==> src/logic/fai_pkg.sv <==
// Constants and types shared by the fault alert interface
package fai_pkg;
	// System clock period and alert waveform timing
	localparam int CLK_PERIOD_NS = 25;
	localparam int WAVE_HALF_NS  = 250;
	localparam int WAVE_HALF_CYC = WAVE_HALF_NS / CLK_PERIOD_NS;
	localparam int WAVE_PER_CYC  = 2 * WAVE_HALF_CYC;
	localparam int PER_TOL_CYC   = 2;
	// Incoming alert must stay valid this long
	localparam int QUAL_TIME_NS  = 25000;
	localparam int QUAL_CYC      =
		(QUAL_TIME_NS + CLK_PERIOD_NS - 1) / CLK_PERIOD_NS;
	// Alert status word layout
	localparam int STAT_W  = 16;
	localparam int POR_BIT = 14;
	// Counter widths
	localparam int WCNT_W = 4;
	localparam int PER_W  = 6;
	// Link topology codes
	localparam logic [1:0] TOPO_EXT_LOOP = 2'h0;
	localparam logic [1:0] TOPO_INT_LOOP = 2'h1;
	localparam logic [1:0] TOPO_DIFF     = 2'h2;
	localparam logic [1:0] TOPO_DUAL     = 2'h3;
	// Single-bit selects
	localparam logic HPS_SPI  = 1'h0;
	localparam logic HPS_UART = 1'h1;
	localparam logic DRV_OD   = 1'h0;
	localparam logic DRV_CMOS = 1'h1;
	localparam logic IDLE_GND = 1'h0;
	// Output driver modes
	typedef enum logic [2:0] {
		OM_SPI_OD   = 3'b000,
		OM_SPI_CMOS = 3'b001,
		OM_UART_AC  = 3'b010,
		OM_UART_DC  = 3'b011,
		OM_DIFF     = 3'b100
	} fai_mode_e;
	// Incoming alert qualifier states
	typedef enum logic [1:0] {
		QS_HUNT  = 2'b00,
		QS_LOCK  = 2'b01,
		QS_ALERT = 2'b10
	} fai_qstate_e;
endpackage : fai_pkg

==> src/logic/fai_in_qual.sv <==
// Frequency and duration qualifier for the incoming chain alert
`timescale 1ns/10ps
module fai_in_qual
	import fai_pkg::*;
#(
	parameter int PER_NOM_P  = WAVE_PER_CYC,
	parameter int PER_TOL_P  = PER_TOL_CYC,
	parameter int QUAL_CYC_P = QUAL_CYC,
	parameter int ACC_W      = $clog2(QUAL_CYC_P + 1)
)(
	input  wire logic clk_sys_i,
	input  wire logic rstn_i,
	input  wire logic enable_i,
	input  wire logic sync_i,
	output logic      qual_o
);
	localparam logic [PER_W-1:0] PER_MIN = PER_W'(PER_NOM_P - PER_TOL_P);
	localparam logic [PER_W-1:0] PER_MAX = PER_W'(PER_NOM_P + PER_TOL_P);
	localparam logic [PER_W-1:0] PER_ONE = PER_W'(1);
	localparam logic [PER_W-1:0] PER_SAT = '1;
	localparam logic [ACC_W-1:0] ACC_TOP = ACC_W'(QUAL_CYC_P);

	fai_qstate_e      state_ff;
	fai_qstate_e      nxt_state;
	logic             prev_ff;
	logic [PER_W-1:0] per_cnt_ff;
	logic [ACC_W-1:0] acc_ff;
	logic             qual_ff;
	logic [ACC_W:0]   since_hunt_ff;

	// Period measurement between rising edges
	wire rise_w    = sync_i & ~prev_ff;
	wire per_ok_w  = rise_w & (per_cnt_ff >= PER_MIN)
		& (per_cnt_ff <= PER_MAX);
	wire timeout_w = ~rise_w & (per_cnt_ff > PER_MAX);
	wire break_w   = (rise_w & ~per_ok_w) | timeout_w;

	// Lock after one good period, alert after the full valid time
	always_comb
	begin
		nxt_state = state_ff;
		unique case (state_ff)
			QS_HUNT:  if (per_ok_w) nxt_state = QS_LOCK;
			QS_LOCK:
			begin
				if (break_w) nxt_state = QS_HUNT;
				else if (acc_ff == ACC_TOP) nxt_state = QS_ALERT;
			end
			QS_ALERT: if (break_w) nxt_state = QS_HUNT;
			default:  nxt_state = QS_HUNT;
		endcase
		if (!enable_i) nxt_state = QS_HUNT;
	end

	// Edge history and period counter
	always_ff @(posedge clk_sys_i or negedge rstn_i)
	begin
		if (!rstn_i)
		begin
			prev_ff    <= 1'b0;
			per_cnt_ff <= '1;
		end
		else
		begin
			prev_ff <= sync_i;
			if (rise_w) per_cnt_ff <= PER_ONE;
			else if (per_cnt_ff != PER_SAT)
				per_cnt_ff <= PER_W'(per_cnt_ff + 1'b1);
		end
	end

	// State, valid-time accumulator and qualified flag
	always_ff @(posedge clk_sys_i or negedge rstn_i)
	begin
		if (!rstn_i)
		begin
			state_ff <= QS_HUNT;
			acc_ff   <= '0;
			qual_ff  <= 1'b0;
		end
		else
		begin
			state_ff <= nxt_state;
			qual_ff  <= (nxt_state == QS_ALERT);
			if (nxt_state != QS_LOCK) acc_ff <= '0;
			else acc_ff <= ACC_W'(acc_ff + 1'b1);
		end
	end

	assign qual_o = qual_ff;

	// Cycles since the qualifier last hunted, for checking only
	always_ff @(posedge clk_sys_i or negedge rstn_i)
	begin
		if (!rstn_i) since_hunt_ff <= '0;
		else if (state_ff == QS_HUNT) since_hunt_ff <= '0;
		else if (~&since_hunt_ff)
			since_hunt_ff <= (ACC_W+1)'(since_hunt_ff + 1'b1);
	end

	a_qual_full_time: assert property (
		@(posedge clk_sys_i) disable iff (!rstn_i)
		$rose(qual_ff) |-> (since_hunt_ff >= QUAL_CYC_P))
		else $error("alert qualified before the full valid time");

	a_bad_period_drop: assert property (
		@(posedge clk_sys_i) disable iff (!rstn_i)
		(state_ff != QS_HUNT && rise_w && !per_ok_w)
		|=> (state_ff == QS_HUNT && !qual_ff))
		else $error("off-frequency period kept the lock");

	a_qual_off_dis: assert property (
		@(posedge clk_sys_i) disable iff (!rstn_i)
		!enable_i |=> !qual_ff)
		else $error("qualifier active while disabled");
endmodule : fai_in_qual

==> src/logic/fai_top.sv <==
// Fault alert combiner, output driver and chain input path
`timescale 1ns/10ps
module fai_top
	import fai_pkg::*;
#(
	parameter int STAT_W_P    = STAT_W,
	parameter int POR_BIT_P   = POR_BIT,
	parameter int WAVE_HALF_P = WAVE_HALF_CYC,
	parameter int PER_TOL_P   = PER_TOL_CYC,
	parameter int QUAL_CYC_P  = QUAL_CYC
)(
	input  wire logic                clk_sys_i,
	input  wire logic                rstn_i,
	input  wire logic [STAT_W_P-1:0] alert_status_reg_i,
	input  wire logic [STAT_W_P-1:0] alert_enable_i,
	input  wire logic                user_alert_force_i,
	input  wire logic                host_port_select_i,
	input  wire logic [1:0]          link_topology_cfg_i,
	input  wire logic                fault_iface_enable_i,
	input  wire logic                dc_alert_test_mode_i,
	input  wire logic                spi_drive_type_i,
	input  wire logic                idle_float_select_i,
	input  wire logic                scan_refresh_i,
	input  wire logic                fault_input_pin_i,
	output logic                     rx_positive_input_o,
	output logic                     fault_output_pin_o,
	output logic                     fault_output_pin_oe_o,
	output logic                     diff_alert_o,
	output logic                     alert_summary_o,
	output logic                     chain_alert_o
);
	localparam logic [WCNT_W-1:0] WAVE_TOP = WCNT_W'(WAVE_HALF_P - 1);
	localparam logic [WCNT_W:0]   HI_SAT   = '1;

	fai_mode_e         mode;
	logic              pin_meta_ff;
	logic              pin_sync_ff;
	logic              alert_ff;
	logic              nxt_alert;
	logic              wave_alert_ff;
	logic              nxt_wave_alert;
	logic [WCNT_W-1:0] wave_cnt_ff;
	logic [WCNT_W-1:0] nxt_wave_cnt;
	logic              phase_ff;
	logic              nxt_phase;
	logic              pin_out_ff;
	logic              nxt_pin_out;
	logic              pin_oe_ff;
	logic              nxt_pin_oe;
	logic              diff_ff;
	logic              nxt_diff;
	logic              chain_qual;
	logic [WCNT_W:0]   hi_len_ff;

	// Receiver positive input held at ground
	assign rx_positive_input_o = 1'b0;

	// Fault input pin synchroniser
	always_ff @(posedge clk_sys_i or negedge rstn_i)
	begin
		if (!rstn_i)
		begin
			pin_meta_ff <= 1'b0;
			pin_sync_ff <= 1'b0;
		end
		else
		begin
			pin_meta_ff <= fault_input_pin_i;
			pin_sync_ff <= pin_meta_ff;
		end
	end

	// Local alert: masked status, unmaskable reset flag, user force
	wire [STAT_W_P-1:0] masked_w = alert_status_reg_i
		& alert_enable_i;
	wire por_w   = alert_status_reg_i[POR_BIT_P];
	wire local_w = (|masked_w) | por_w
		| user_alert_force_i;

	// Single-ended path on only when enabled and not in the differential topology, unless DC test mode is set
	wire is_uart_w = (host_port_select_i == HPS_UART);
	wire diff_topo_w = (link_topology_cfg_i == TOPO_DIFF);
	wire se_on_w = fault_iface_enable_i
		& (~diff_topo_w | dc_alert_test_mode_i);
	// Chain input listened to only in UART with the path on
	wire chain_en_w = is_uart_w & se_on_w;

	// Output driver mode selection
	assign mode = !is_uart_w
		? ((spi_drive_type_i == DRV_CMOS) ? OM_SPI_CMOS
			: OM_SPI_OD)
		: dc_alert_test_mode_i ? OM_UART_DC
		: diff_topo_w ? OM_DIFF : OM_UART_AC;

	// Qualifier for the alert of the device below
	fai_in_qual #(
		.PER_NOM_P  (2 * WAVE_HALF_P),
		.PER_TOL_P  (PER_TOL_P),
		.QUAL_CYC_P (QUAL_CYC_P)
	) u_in_qual (
		.clk_sys_i (clk_sys_i),
		.rstn_i    (rstn_i),
		.enable_i  (chain_en_w),
		.sync_i    (pin_sync_ff),
		.qual_o    (chain_qual)
	);

	// Combined alert; chain alert only passes when qualified
	assign nxt_alert = local_w | (chain_qual & chain_en_w);

	// Waveform state refreshed on each scan tick, cleared at once
	assign nxt_wave_alert = scan_refresh_i ? alert_ff
		: (wave_alert_ff & alert_ff);

	// Square wave runs while the held alert lasts in AC modes
	wire ac_mode_w = (mode == OM_UART_AC) | (mode == OM_DIFF);
	wire en_run_w  = fault_iface_enable_i & ac_mode_w;
	wire run_w     = en_run_w & wave_alert_ff;
	wire wrap_w    = (wave_cnt_ff == WAVE_TOP);

	// Divider toggling the phase every half period
	always_comb
	begin
		nxt_wave_cnt = '0;
		nxt_phase    = 1'b0;
		if (run_w)
		begin
			nxt_wave_cnt = wrap_w ? '0
				: WCNT_W'(wave_cnt_ff + 1'b1);
			nxt_phase = wrap_w ? ~phase_ff : phase_ff;
		end
	end

	// Pin drive and enable per mode
	always_comb
	begin
		nxt_pin_out = 1'b0;
		nxt_pin_oe  = 1'b0;
		nxt_diff    = 1'b0;
		unique case (mode)
			OM_SPI_OD:
			begin
				nxt_pin_out = 1'b0;
				nxt_pin_oe  = fault_iface_enable_i & alert_ff;
			end
			OM_SPI_CMOS:
			begin
				nxt_pin_out = ~(fault_iface_enable_i & alert_ff);
				nxt_pin_oe  = 1'b1;
			end
			OM_UART_DC:
			begin
				nxt_pin_out = ~(fault_iface_enable_i & alert_ff);
				nxt_pin_oe  = 1'b1;
			end
			OM_UART_AC:
			begin
				if (run_w)
				begin
					nxt_pin_out = nxt_phase;
					nxt_pin_oe  = 1'b1;
				end
				else
				begin
					nxt_pin_out = 1'b0;
					nxt_pin_oe  = (idle_float_select_i == IDLE_GND);
				end
			end
			OM_DIFF:
			begin
				nxt_pin_out = 1'b0;
				nxt_pin_oe  = (idle_float_select_i == IDLE_GND);
				nxt_diff    = run_w & nxt_phase;
			end
			default:
			begin
				nxt_pin_out = 1'b0;
				nxt_pin_oe  = 1'b0;
			end
		endcase
	end

	// Alert and waveform registers
	always_ff @(posedge clk_sys_i or negedge rstn_i)
	begin
		if (!rstn_i)
		begin
			alert_ff      <= 1'b0;
			wave_alert_ff <= 1'b0;
			wave_cnt_ff   <= '0;
			phase_ff      <= 1'b0;
		end
		else
		begin
			alert_ff      <= nxt_alert;
			wave_alert_ff <= nxt_wave_alert;
			wave_cnt_ff   <= nxt_wave_cnt;
			phase_ff      <= nxt_phase;
		end
	end

	// Output registers
	always_ff @(posedge clk_sys_i or negedge rstn_i)
	begin
		if (!rstn_i)
		begin
			pin_out_ff <= 1'b0;
			pin_oe_ff  <= 1'b0;
			diff_ff    <= 1'b0;
		end
		else
		begin
			pin_out_ff <= nxt_pin_out;
			pin_oe_ff  <= nxt_pin_oe;
			diff_ff    <= nxt_diff;
		end
	end

	// Summary keeps the local alert whatever the interface enable; the chain part needs it
	assign alert_summary_o       = alert_ff;
	assign chain_alert_o         = chain_qual;
	assign fault_output_pin_o    = pin_out_ff;
	assign fault_output_pin_oe_o = pin_oe_ff;
	assign diff_alert_o          = diff_ff;

	// High-phase length, for checking only
	always_ff @(posedge clk_sys_i or negedge rstn_i)
	begin
		if (!rstn_i) hi_len_ff <= '0;
		else if (!phase_ff) hi_len_ff <= '0;
		else if (hi_len_ff != HI_SAT)
			hi_len_ff <= (WCNT_W+1)'(hi_len_ff + 1'b1);
	end

	a_mask_gates: assert property (
		@(posedge clk_sys_i) disable iff (!rstn_i)
		((alert_status_reg_i & alert_enable_i) == '0 && !por_w
			&& !user_alert_force_i && !chain_qual) |=> !alert_ff)
		else $error("alert set with every source masked");

	a_por_unmask: assert property (
		@(posedge clk_sys_i) disable iff (!rstn_i)
		(por_w && alert_enable_i == '0) |=> alert_ff)
		else $error("reset flag did not raise the alert");

	a_force_alert: assert property (
		@(posedge clk_sys_i) disable iff (!rstn_i)
		(user_alert_force_i && !is_uart_w && fault_iface_enable_i)
		##1 (user_alert_force_i && !is_uart_w
			&& fault_iface_enable_i) |=> !pin_out_ff)
		else $error("forced alert did not pull the pin low");

	a_spi_od_drive: assert property (
		@(posedge clk_sys_i) disable iff (!rstn_i)
		(mode == OM_SPI_OD) |=> !pin_out_ff
			&& (pin_oe_ff == $past(fault_iface_enable_i && alert_ff)))
		else $error("open-drain pin drive wrong");

	a_spi_cmos_idle: assert property (
		@(posedge clk_sys_i) disable iff (!rstn_i)
		(mode == OM_SPI_CMOS && !nxt_alert) ##1 (mode == OM_SPI_CMOS)
		|=> pin_oe_ff && pin_out_ff)
		else $error("CMOS pin not high without alert");

	a_chain_ignored: assert property (
		@(posedge clk_sys_i) disable iff (!rstn_i)
		(!is_uart_w)[*2] |-> !chain_alert_o)
		else $error("chain alert seen in SPI configuration");

	a_disable_quiet: assert property (
		@(posedge clk_sys_i) disable iff (!rstn_i)
		(!fault_iface_enable_i)[*3]
		|-> !(pin_oe_ff && !pin_out_ff && !is_uart_w && !$past(is_uart_w))
			&& !diff_ff && (hi_len_ff == '0) && !phase_ff)
		else $error("alert sent with interface disabled");

	a_uart_wave_drv: assert property (
		@(posedge clk_sys_i) disable iff (!rstn_i)
		(mode == OM_UART_AC && run_w) |=> pin_oe_ff)
		else $error("UART wave not driven on the pin");

	a_diff_chain_off: assert property (
		@(posedge clk_sys_i) disable iff (!rstn_i)
		(diff_topo_w && !dc_alert_test_mode_i)[*2] |-> !chain_alert_o)
		else $error("chain alert kept in differential topology");

	a_summary_unmasked: assert property (
		@(posedge clk_sys_i) disable iff (!rstn_i)
		(!fault_iface_enable_i && local_w) |=> alert_summary_o)
		else $error("summary lost with the interface disabled");

	a_diff_idle: assert property (
		@(posedge clk_sys_i) disable iff (!rstn_i)
		(mode == OM_DIFF) |=> !pin_out_ff
			&& (pin_oe_ff == $past(idle_float_select_i == IDLE_GND)))
		else $error("single-ended alert active in differential mode");

	a_uart_idle: assert property (
		@(posedge clk_sys_i) disable iff (!rstn_i)
		(mode == OM_UART_AC && !run_w) |=> !pin_out_ff
			&& (pin_oe_ff == $past(idle_float_select_i == IDLE_GND)))
		else $error("UART idle drive wrong");

	a_dc_level: assert property (
		@(posedge clk_sys_i) disable iff (!rstn_i)
		(mode == OM_UART_DC && fault_iface_enable_i)
		|=> pin_oe_ff && (pin_out_ff == !$past(alert_ff)))
		else $error("DC test level wrong");

	a_wave_half: assert property (
		@(posedge clk_sys_i) disable iff (!rstn_i)
		($fell(phase_ff) && $past(run_w) && $past(run_w, 2))
		|-> ($past(hi_len_ff) == (WCNT_W+1)'(WAVE_HALF_P - 1)))
		else $error("square wave half period wrong");

	a_wave_refresh: assert property (
		@(posedge clk_sys_i) disable iff (!rstn_i)
		(!wave_alert_ff && !scan_refresh_i) |=> !wave_alert_ff)
		else $error("waveform state changed without a scan tick");
endmodule : fai_top

==> config.mk <==
export PLATFORM = sky130hd
export DESIGN_NAME = fai_top
export DESIGN_NICKNAME = d
export VERILOG_FILES = /design/src/logic/fai_pkg.sv /design/src/logic/fai_in_qual.sv /design/src/logic/fai_top.sv
export SDC_FILE = /design/constraint.sdc
export NUM_CORES = 1
export LEC_CHECK = 0
export ABC_AREA = 1
export BUFFER_PORTS_ARGS = -buffer_cell sky130_fd_sc_hd__clkbuf_2
export CAP_MARGIN = 20
export CORE_MARGIN = 10
export CORE_UTILIZATION = 25
export DETAILED_ROUTE_END_ITERATION = 8
export PLACE_DENSITY = 0.46
export SKIP_LAST_GASP = 1
export SLEW_MARGIN = 20
export SYNTH_ARGS = -nofsm -noshare
export SYNTH_HDL_FRONTEND = slang
export SYNTH_SLANG_ARGS = --single-unit
==> constraint.sdc <==
create_clock -name clk_sys_i -period 1.35 [get_ports clk_sys_i]
set_input_delay 0.0675 -clock clk_sys_i [delete_from_list [all_inputs] [get_ports clk_sys_i]]
set_output_delay 0.0675 -clock clk_sys_i [all_outputs]
set_load 0.02 [all_outputs]
==> impl_metrics.py, run 1 <==
metrics = {
    "clocking": {
        "cts_buffers": 5,
        "cts.htree.levels": 2,
        "cts.path.max_buffers": 2,
        "path_clk_slew_ns": 0.07,
        "clock_sinks": 32,
        "cts_tree": "built",
        "root_buffer": "clkbuf_8",
        "clock_latency_ns": 0.29,
    },
    "cells_and_area": {
        "fill_cells": 647,
        "stdcell_area_mm2": 0.00259,
        "area_growth_pct": 55.0,
        "finalNetCount": 334,
        "n_antenna_cell": 0,
        "final_layout_size_suffix_gt1_share_pct": 50.5,
    },
    "sta": {
        "rsz0062_at_grt": "true",
        "slew_violations": 0,
        "hold_ws_ns": 0.0126,
        "clock.fmax_ghz": 0.686,
        "postLayoutSetupSlackWorst_ns": -0.109,
        "period_needed_ns": 1.46,
        "finClkSkew_ns": 0.00501,
        "hold_viol_final": 0,
        "tns_ns": -1.22,
        "period_share_pct": 108,
        "report.final.setup_viol": 14,
    },
    "detailed_routing": {
        "drc": 0,
        "first_pass_iters": 4,
        "drt_wl_total_mm": 4.23,
        "vias": 1551,
        "drt-initial-drc-count": 53,
        "wire_per_inst_um": 11.7,
        "ant_nets": 0,
        "viasPerCell": 4.28,
    },
    "floorplan": {
        "die-area_mm2": 0.0104,
        "coreArea_mm2": 0.00642,
        "std_cell_rows": 29,
        "die_w_um": 102,
        "ioPinCount": 50,
        "start_util_pct": 26.0,
        "die_h_um": 102,
    },
    "setup_path": {
        "rr_endpoint": "u_in_qual.acc_ff[2]",
        "crit_fanout": 5,
        "startpoint_type": "register",
        "critPathCaptureType": "register",
        "crit_required_ns": 1.52,
        "path_class": "register to register",
        "r2r_setup_slack_ns": -0.11,
        "worstPathArrival_ns": 1.63,
        "rr_worst_depth": 10,
        "r2r-start": "u_in_qual.per_cnt_ff[4]",
    },
    "placement": {
        "placed_cell_area_mm2": 0.00219,
        "place_hpwl_mm": 3.10,
        "gp_congestion": 0.753,
        "io_buffers": 47,
    },
    "global_routing": {
        "grt_util_met2_pct": 14.7,
        "grt-ovfl-total": 0,
        "grt_use_met1_pct": 8.99,
        "grt_start_max_net_pins": 33,
        "top_usage_layer": "met2",
        "grt_use_met3_pct": 3.20,
        "grt_antenna_before_repair": 0,
        "grt_pass1_vias": 1554,
        "grt_use_total_pct": 8.36,
        "grt_pass1_wl_mm": 6.91,
    },
    "outcome": {
        "violations": "setup timing",
        "outcome": "finished, violations left",
    },
    "logic_synthesis": {
        "synth_area_per_cell_um2": 8.67,
        "synth_compound_area_share_pct": 6.21,
        "ys_ff_latch": 32,
        "syn_area_mm2": 0.00167,
        "yosysSeqAreaShare_pct": 48.3,
        "synth_fa_ha_area_share_pct": 4.49,
        "synthCells": 193,
        "synthXorXnorAreaFrac_pct": 5.76,
        "synth.distinct_cells": 29,
        "syn_nets": 243,
        "synth_warnings": 0,
        "synth_simple_gate_area_share_pct": 28.0,
        "synth_top_family_by_area": "simple AND/OR/NAND/NOR gates",
        "synth.area.mux_share_pct": 0,
    },
    "min_path": {
        "hold_depth": 3,
        "holdCritPathClass": "input pin to register",
        "hp-start": "alert_enable_i[5]",
        "hold_path_end": "alert_summary_o",
    },
    "power": {
        "power_leakage_nw": 1.24,
        "power.density_mw_per_mm2": 1070,
        "ir_worst_vdd_v": 0.000538,
    },
    "flow_run": {
        "maxCapViolations": 0,
    },
}
registers in the layout, indices dropped and copies added (netlist names):
name,count
alert_summary_o,1
wave_cnt_ff,4
u_in_qual.state_ff,2
u_in_qual.qual_o,1
pin_meta_ff,1
u_in_qual.per_cnt_ff,6
u_in_qual.prev_ff,1
phase_ff,1
diff_alert_o,1
wave_alert_ff,1
fault_output_pin_o,1
u_in_qual.acc_ff,10
fault_output_pin_oe_o,1
pin_sync_ff,1
synth_stat cells, drive strengths merged:
cell type  number  share of area (%)
a21oi           2               0.60
a221oi          2                1.0
a31oi           2               0.75
buf             2                1.1
conb            1               0.22
dfrtp          26                 39
dfstp           6                9.4
ha              6                4.5
inv            26                5.8
nand2          43                 10
nand3          13                4.2
nand3b          2               0.90
nand4           5                1.9
nor2           28                8.5
nor3            6                2.1
o211ai          2               0.90
o21a            1               0.45
o21ai           7                2.1
o22ai           1               0.37
or2             1               0.37
xnor2           3                1.6
xor2            8                4.2
how the worst max path moves through the flow:
stage | to | cells past startpoint | slack (ns) | from
2_1_floorplan | u_in_qual.acc_ff[0] | 12 | -0.01 | u_in_qual.acc_ff[0]
6_report | u_in_qual.acc_ff[2] | 10 | -0.11 | u_in_qual.per_cnt_ff[4]
3_3_place_gp | u_in_qual.acc_ff[2] | 10 | -0.12 | u_in_qual.per_cnt_ff[4]
4_1_cts | u_in_qual.acc_ff[9] | 8 | -0.1 | u_in_qual.per_cnt_ff[1]
3_5_place_dp | u_in_qual.acc_ff[3] | 10 | -0.14 | u_in_qual.per_cnt_ff[4]
5_1_grt | u_in_qual.acc_ff[2] | 12 | -0.21 | u_in_qual.acc_ff[0]
placed cells by master (no fill, tap or decap), drive strengths merged:
| master | instances |
|---|---|
| or2 | 1 |
| bufinv | 1 |
| o211ai | 2 |
| o22ai | 1 |
| dfrtp | 26 |
| o21a | 1 |
| nand3 | 13 |
| inv | 26 |
| xor2 | 8 |
| clkbuf | 54 |
| nor2 | 28 |
| a21oi | 2 |
| dlygate4sd3 | 4 |
| nand3b | 2 |
| a221oi | 2 |
| a31oi | 2 |
| buf | 35 |
| nand4 | 5 |
| dfstp | 6 |
| xnor2 | 3 |
| nor3 | 6 |
| ha | 6 |
| nand2 | 43 |
| o21ai | 7 |
| conb | 1 |
report_power, final:
part | leakage (nW) | switching [W] | internal, W
Sequential | 0.403 | 0.0000936 | 0.00106
Combinational | 0.773 | 0.000271 | 0.000327
Clock | 0.0645 | 0.000361 | 0.000651
Total | 1.24 | 0.000726 | 0.00204
per-layer routing:
metal  up-vias  share of wire (%)
met5         -                  0
met4         0                1.0
met3         4                4.0
met2        25                 55
met1       727                 39
li1        795                  -
metrics by stage:
step                util [%]  cells  total power [W]  setup slack [ns]
floorplan                  -    193          0.00133           -0.0136
global placement        34.0    339          0.00154            -0.121
detailed placement      34.0    339          0.00153            -0.136
CTS                     38.1    356          0.00266           -0.0991
global route            40.4    362          0.00293            -0.214
finish                  40.4    362          0.00277            -0.109
timing repair:
item,CTS,global route
hold buffers,4,0
buffers inserted,5,6
endpoints found under the setup margin,15,19
resized for setup,18,24
pin swaps,8,14
hold endpoints to repair,29,0
cell families (layout without fill, tap and decap cells):
group / count (synthesis) / in the layout
compound gates: 17 / 17
xor+xnor: 11 / 11
fa+ha+maj: 6 / 6
buf+inv: 28 / 120
flops: 32 / 32
other cells: 1 / 1
simple gates: 98 / 98
final cells by class:
| cell class | instances | area (um2) | area share [%] |
|---|---|---|---|
| multi-input cells | 133 | 902 | 34.8 |
| flip-flops and latches | 32 | 808 | 31.2 |
| repair buffers | 86 | 562 | 21.7 |
| inverters | 26 | 97.6 | 3.76 |
| clock buffers | 7 | 96.3 | 3.72 |
| well taps | 77 | 96.3 | 3.72 |
| clock inverters | 1 | 30.0 | 1.16 |
critical path, cell delays in order (launching register included):
cell     delay (ns)
dfstp_2        0.56
inv_2          0.06
nor2_4         0.10
nand3_1        0.10
nand2_2        0.10
nand2_4        0.06
nand3_2        0.06
nand2_2        0.06
nand2_4        0.08
buf_8          0.14
nor2_4         0.03
Note: power is estimated with default switching activity, not from simulation.
==> inputs of run 2 (changes only) <==
--- a/config.mk
+++ b/config.mk
@@ -5,13 +5,12 @@
 export SDC_FILE = /design/constraint.sdc
 export NUM_CORES = 1
 export LEC_CHECK = 0
-export ABC_AREA = 1
 export BUFFER_PORTS_ARGS = -buffer_cell sky130_fd_sc_hd__clkbuf_2
 export CAP_MARGIN = 20
 export CORE_MARGIN = 10
 export CORE_UTILIZATION = 25
 export DETAILED_ROUTE_END_ITERATION = 8
-export PLACE_DENSITY = 0.46
+export PLACE_DENSITY = 0.47
 export SKIP_LAST_GASP = 1
 export SLEW_MARGIN = 20
 export SYNTH_ARGS = -nofsm -noshare
==> run 2 against run 1 <==
  * The run still ends with setup timing left
  * Via count is 8.0% lower
  * Clock-buffer cell count is 1 lower
  * Register-to-register slack worse by 0.31 ns
  * Hold slack better by 0.074 ns
  * Synthesized area is 7.0% lower
  * Fmax is 17% lower
  * Sequential cell count stayed put
  * Non-clock buffer count is 5 higher
  * Final area is 5.7% lower
  * Worst setup slack worse by 0.31 ns
  * Clock skew is 0.0043 ns higher
  * Critical path type unchanged
==> impl_metrics.py, run 2 <==
metrics = {
    "floorplan": {
        "die_w_um": 98.9,
        "start_util_pct": 26.0,
        "die_h_um": 98.9,
        "std_cell_rows": 28,
        "ioPinCount": 50,
        "coreArea_mm2": 0.00599,
        "die-area_mm2": 0.00978,
    },
    "flow_run": {
        "maxCapViolations": 0,
    },
    "setup_path": {
        "crit_family": "compound AO/OA/AOI/OAI gates",
        "crit_end": "u_in_qual.acc_ff[1]",
        "rr_worst_depth": 7,
        "rr_endpoint": "u_in_qual.acc_ff[1]",
        "worstPathArrival_ns": 1.97,
        "startpoint_type": "register",
        "path_class": "register to register",
        "r2r-start": "u_in_qual.per_cnt_ff[1]",
        "crit_fanout": 5,
        "r2r_setup_slack_ns": -0.42,
        "crit_chain": "ha_1 > and3b_1 > o21ai_2 > o2111ai_2 > o32a_1 > buf_6 > nor2b_1",
        "path_depth": 7,
        "critPathLaunch": "u_in_qual.per_cnt_ff[1]",
        "crit_buf_inv": 1,
        "cp_slowest_cell": "dfstp_2",
        "critPathCaptureType": "register",
        "crit_required_ns": 1.56,
        "max_stage_delay_ns": 0.53,
    },
    "cells_and_area": {
        "layout_common_cells": "47 x clkbuf_2, 33 x buf_4, 26 x dfrtp_1",
        "n_antenna_cell": 0,
        "layout_commonest_cell": "clkbuf_2",
        "fill_cells": 590,
        "largest_registers": "u_in_qual.acc_ff x10, u_in_qual.per_cnt_ff x6, wave_cnt_ff x4",
        "area_growth_pct": 57.1,
        "final_layout_size_suffix_gt1_share_pct": 51.7,
        "regMostFlops": "u_in_qual.acc_ff",
        "finalNetCount": 289,
        "final_cell_count_no_fill": 315,
        "largest_reg_flops": 10,
    },
    "detailed_routing": {
        "drt-initial-drc-count": 47,
        "drt-met1-wl_mm": 1.73,
        "viasPerCell": 4.53,
        "vias": 1427,
        "dr_wl_met3_um": 519,
        "drc": 0,
        "ant_nets": 0,
        "top_layer_used": "met4",
        "met2_length_mm": 1.85,
        "drt_wl_total_mm": 4.11,
        "first_pass_iters": 4,
        "wire_per_inst_um": 13.0,
    },
    "global_routing": {
        "grt_pass1_wl_mm": 6.71,
        "grt_use_total_pct": 8.22,
        "grt-ovfl-total": 0,
        "grt_start_max_net_pins": 33,
        "grt_antenna_before_repair": 0,
        "grt_pass1_vias": 1481,
    },
    "min_path": {
        "holdCritPathClass": "input pin to register",
        "hold_depth": 3,
    },
    "logic_synthesis": {
        "ys_ff_latch": 32,
        "synth_top_cell_by_area": "dfrtp_1",
        "syn_nets": 193,
        "yosysSeqAreaShare_pct": 51.9,
        "synthTopCellsByCount": "26 x dfrtp_1, 10 x nand3_1, 9 x nor2_1",
        "synth_warnings": 0,
        "syn_area_mm2": 0.00156,
        "synthCells": 143,
        "synth_top_area_share_pct": 41.8,
        "synth_edf_count": 0,
        "synth-async-reset-ratio_pct": 100,
        "synth.distinct_cells": 38,
        "synth.most_common_cell": "dfrtp_1",
        "synthTopCellsByArea": "dfrtp_1 42%, dfstp_2 10%, ha_1 4.8%",
        "synth_area_per_cell_um2": 10.9,
        "synth-main-ff-cell": "dfrtp_1",
    },
    "placement": {
        "place_hpwl_mm": 2.96,
        "gp_congestion": 0.763,
        "dp_slack_ns": -0.393,
        "io_buffers": 47,
        "dp_cells": 293,
    },
    "clocking": {
        "cts_tree": "built",
        "root_buffer": "clkbuf_8",
        "clock_sinks": 32,
        "cts.htree.levels": 2,
        "cts.path.max_buffers": 2,
        "cts_buffers": 5,
        "clock_latency_ns": 0.28,
        "path_clk_slew_ns": 0.07,
    },
    "sta": {
        "clock.fmax_ghz": 0.566,
        "report.final.setup_viol": 19,
        "period_share_pct": 131,
        "hold_viol_final": 0,
        "period_needed_ns": 1.77,
        "finClkSkew_ns": 0.00935,
        "tns_ns": -6.33,
        "postLayoutSetupSlackWorst_ns": -0.417,
        "rsz0062_at_grt": "true",
        "slew_violations": 0,
    },
    "outcome": {
        "outcome": "finished, violations left",
        "violations": "setup timing",
    },
    "power": {
        "power.density_mw_per_mm2": 1060,
        "power_leakage_nw": 1.12,
        "ir_worst_vdd_v": 0.000554,
    },
}
==> run 2: changes by cell type in the layout (fill, tap and decap cells not counted), sizes merged, moves of 4 or more <==
cell    delta
buf        +5
a22oi      +7
and3       +4
inv       -19
nor2      -11
nand2b     +4
nand2     -39
==> run 2: layout make-up <==
class / count / area [um2] / share of cell area [%]
multi-input combinational: 102 / 807 / 33.0
timing repair buffer: 91 / 602 / 24.6
sequential: 32 / 808 / 33.1
clock inverter: 2 / 35.0 / 1.43
tap: 75 / 93.8 / 3.84
inverter: 7 / 26.3 / 1.07
clock buffer: 6 / 72.6 / 2.97
==> run 2: how the worst min path moves through the flow <==
stage | startpoint | slack, ns | to
final | spi_drive_type_i | 0.09 | fault_output_pin_o
after global routing | link_topology_cfg_i[0] | 0.1 | diff_alert_o
after CTS | spi_drive_type_i | 0.07 | fault_output_pin_o
after detailed placement | rstn_i | 0.12 | pin_meta_ff
after global placement | rstn_i | 0.12 | pin_meta_ff
after floorplan | rstn_i | -0.23 | alert_summary_o
==> run 2: routing by layer <==
| layer | track usage [%] | up-vias |
|---|---|---|
| li1 | - | 703 |
| met1 | 9.51 | 668 |
| met2 | 13.0 | 54 |
| met3 | 4.19 | 2 |
| met4 | 2.32 | 0 |
| met5 | 0 | - |
==> run 2: cell families after synthesis <==
family	synth area share [%]
and+or+nand+nor	20.4
xor gates and xnor gates	6.75
AOI/OAI and AO/OA	12.3
muxes	0.643
buffers and inverters	2.89
other	0.241
adders and majority gates	4.82
DFF	51.9
==> run 2: what timing repair did <==
action | 4_1_cts | 5_1_grt
pin swaps | 6 | 7
gates resized for setup | 10 | 20
endpoints found under the hold margin | 29 | 0
setup buffers | 3 | 9
hold buffers | 4 | 0
endpoints found under the setup margin | 18 | 20
==> run 2: worst reg2reg max path, delay by kind of cell (launching register included) <==
kind | cells | cell delay (ns)
buffers and inverters | 1 | 0.16
AOI/OAI and AO/OA | 3 | 0.62
adders and majority gates | 1 | 0.12
DFF | 1 | 0.53
and+or+nand+nor | 2 | 0.27
==> run 2: per-stage QoR <==
step                power, W  hold slack (ns)  util [%]  area [um2]
floorplan            0.00129           -0.228         -        1560
global placement     0.00150            0.124      34.9        2090
detailed placement   0.00150            0.124      34.9        2090
CTS                  0.00250           0.0732      38.5        2310
global route         0.00271           0.0975      40.8        2440
finish               0.00260           0.0868      40.8        2440
==> run 2: report_power, final <==
part           switching (W)  internal (W)  total [W]  leakage (nW)
Clock               0.000356      0.000548   0.000904        0.0552
Sequential         0.0000534       0.00106    0.00111         0.403
Combinational       0.000256      0.000321   0.000578         0.661
Total               0.000666       0.00193    0.00260          1.12
==> inputs of run 3 (changes only) <==
--- a/config.mk
+++ b/config.mk
@@ -11,6 +11,7 @@
 export CORE_UTILIZATION = 25
 export DETAILED_ROUTE_END_ITERATION = 8
 export PLACE_DENSITY = 0.47
+export RECOVER_POWER = 100
 export SKIP_LAST_GASP = 1
 export SLEW_MARGIN = 20
 export SYNTH_ARGS = -nofsm -noshare
==> run 3 against run 2 <==
  * The flow still finishes with violations (setup timing)
  * Clock skew is essentially flat
  * Global-route usage is the same
  * Fmax stayed put
  * Largest cell class unchanged
==> impl_metrics.py, run 3 (synthesized netlist as in run 2, its figures left out) <==
metrics = {
    "min_path": {
        "hold_depth": 3,
        "holdCritPathClass": "input pin to register",
    },
    "floorplan": {
        "coreArea_mm2": 0.00599,
        "die_w_um": 98.9,
        "std_cell_rows": 28,
        "ioPinCount": 50,
        "start_util_pct": 26.0,
        "die-area_mm2": 0.00978,
        "die_h_um": 98.9,
    },
    "cells_and_area": {
        "largest_registers": "u_in_qual.acc_ff x10, u_in_qual.per_cnt_ff x6, wave_cnt_ff x4",
        "n_antenna_cell": 0,
        "fin_util_pct": 40.7,
        "layout_commonest_cell": "clkbuf_2",
        "area_growth_pct": 56.5,
        "regMostFlops": "u_in_qual.acc_ff",
        "final_layout_size_suffix_gt1_share_pct": 49.6,
        "stdcell_area_mm2": 0.00244,
        "finalNetCount": 289,
        "largest_reg_flops": 10,
        "final_cell_count_no_fill": 315,
        "layout_common_cells": "43 x clkbuf_2, 30 x buf_4, 26 x dfrtp_1",
    },
    "sta": {
        "max-slew-margin-rel_pct": 46.2,
        "hold_viol_final": 0,
        "postLayoutSetupSlackWorst_ns": -0.417,
        "hold_ws_ns": 0.0868,
        "period_needed_ns": 1.77,
        "report.final.setup_viol": 19,
        "slew_violations": 0,
        "clock.fmax_ghz": 0.566,
        "finClkSkew_ns": 0.00932,
        "period_share_pct": 131,
        "worst_pin_slew_ns": 0.807,
        "rsz0062_at_grt": "true",
    },
    "detailed_routing": {
        "viasPerCell": 4.52,
        "ant_nets": 0,
        "drc": 0,
        "drt_wl_total_mm": 4.13,
        "wire_per_inst_um": 13.1,
        "drt-initial-drc-count": 47,
        "first_pass_iters": 4,
        "vias": 1425,
    },
    "outcome": {
        "violations": "setup timing",
        "outcome": "finished, violations left",
    },
    "setup_path": {
        "path_depth": 7,
        "crit_buf_inv": 1,
        "crit_fanout": 5,
        "startpoint_type": "register",
        "critPathCaptureType": "register",
        "worstPathArrival_ns": 1.97,
        "cp_slowest_cell": "dfstp_2",
        "rr_worst_depth": 7,
        "crit_required_ns": 1.56,
        "crit_family": "compound AO/OA/AOI/OAI gates",
        "max_stage_delay_ns": 0.53,
        "path_class": "register to register",
        "crit_chain": "ha_1 > and3b_1 > o21ai_2 > o2111ai_2 > o32a_1 > buf_6 > nor2b_1",
    },
    "global_routing": {
        "grt_pass1_wl_mm": 6.71,
        "grt_util_met2_pct": 13.0,
        "top_usage_layer": "met2",
        "grt_use_total_pct": 8.22,
        "grt_pass1_vias": 1481,
        "grt-ovfl-total": 0,
        "grt_start_max_net_pins": 33,
        "grt_antenna_before_repair": 0,
        "grt_use_met1_pct": 9.51,
        "grt_use_met3_pct": 4.19,
    },
    "power": {
        "ir_worst_vdd_v": 0.000554,
        "power_leakage_nw": 1.10,
        "power.density_mw_per_mm2": 1060,
    },
    "clocking": {
        "cts_tree": "built",
        "clock_latency_ns": 0.28,
        "path_clk_slew_ns": 0.07,
        "cts_buffers": 5,
        "cts.path.max_buffers": 2,
        "clock_sinks": 32,
        "cts.htree.levels": 2,
        "root_buffer": "clkbuf_8",
    },
    "placement": {
        "place_hpwl_mm": 2.96,
        "gp_congestion": 0.763,
        "dp_cells": 293,
        "placed_cell_area_mm2": 0.00209,
        "io_buffers": 47,
        "dp_slack_ns": -0.393,
    },
    "flow_run": {
        "maxCapViolations": 0,
    },
}
-- run 3: repair_timing --
item	4_1_cts	5_1_grt
hold buffers	4	0
setup endpoints to repair	18	20
pin swaps	6	7
gates cloned	0	0
hold endpoints to repair	29	0
resized for setup	10	20
buffers inserted	3	9
-- run 3: where the power goes --
group          leakage (nW)  internal [W]  switching [W]  total, W
Clock                0.0552      0.000548       0.000356  0.000904
Sequential            0.403       0.00106      0.0000534   0.00111
Combinational         0.644      0.000319       0.000257  0.000576
Total                  1.10       0.00193       0.000666   0.00259
-- run 3: final timing paths --
| check | start | endpoint | slack, ns |
|---|---|---|---|
| setup / recovery | u_in_qual.per_cnt_ff[1] | u_in_qual.acc_ff[1] | -0.42 |
| hold / removal | spi_drive_type_i | fault_output_pin_o | 0.09 |
| setup reg to reg | u_in_qual.per_cnt_ff[1] | u_in_qual.acc_ff[1] | -0.42 |
| hold reg to reg | pin_meta_ff | pin_sync_ff | 0.35 |
| max in group asynchronous | rstn_i | u_in_qual.acc_ff[9] | 0.35 |
| min in group asynchronous | rstn_i | pin_meta_ff | 0.49 |
-- run 3: metal layers --
metal / wire (um) / vias up / share of wire [%]
li1: - / 702 / -
met1: 1750 / 667 / 42
met2: 1840 / 54 / 45
met3: 521 / 2 / 13
met4: 12 / 0 / 0.29
met5: 0 / - / 0
-- run 3: area by class of cell --
type,count,area [um2]
Fill cell,595,3550
Tap cell,75,93.8
Clock buffer,6,72.6
Clock inverter,2,35.0
Multi-Input combinational cell,102,807
Timing Repair Buffer,91,593
Inverter,7,26.3
Sequential cell,32,808
-- run 3: per-stage QoR --
stage,setup TNS (ns),total power (W)
3_3_place_gp,-4.70,0.00150
4_1_cts,-5.03,0.00250
5_1_grt,-7.86,0.00271
2_1_floorplan,-3.97,0.00129
3_5_place_dp,-4.97,0.00150
6_report,-6.33,0.00259
-- run 3: tightest hold or removal path, delay by kind of cell --
| kind | cells | cell delay (ns) |
|---|---|---|
| multiplexers | 1 | 0.06 |
| AO/OA/AOI/OAI | 1 | 0.12 |
| buffers and inverters | 1 | 0.09 |
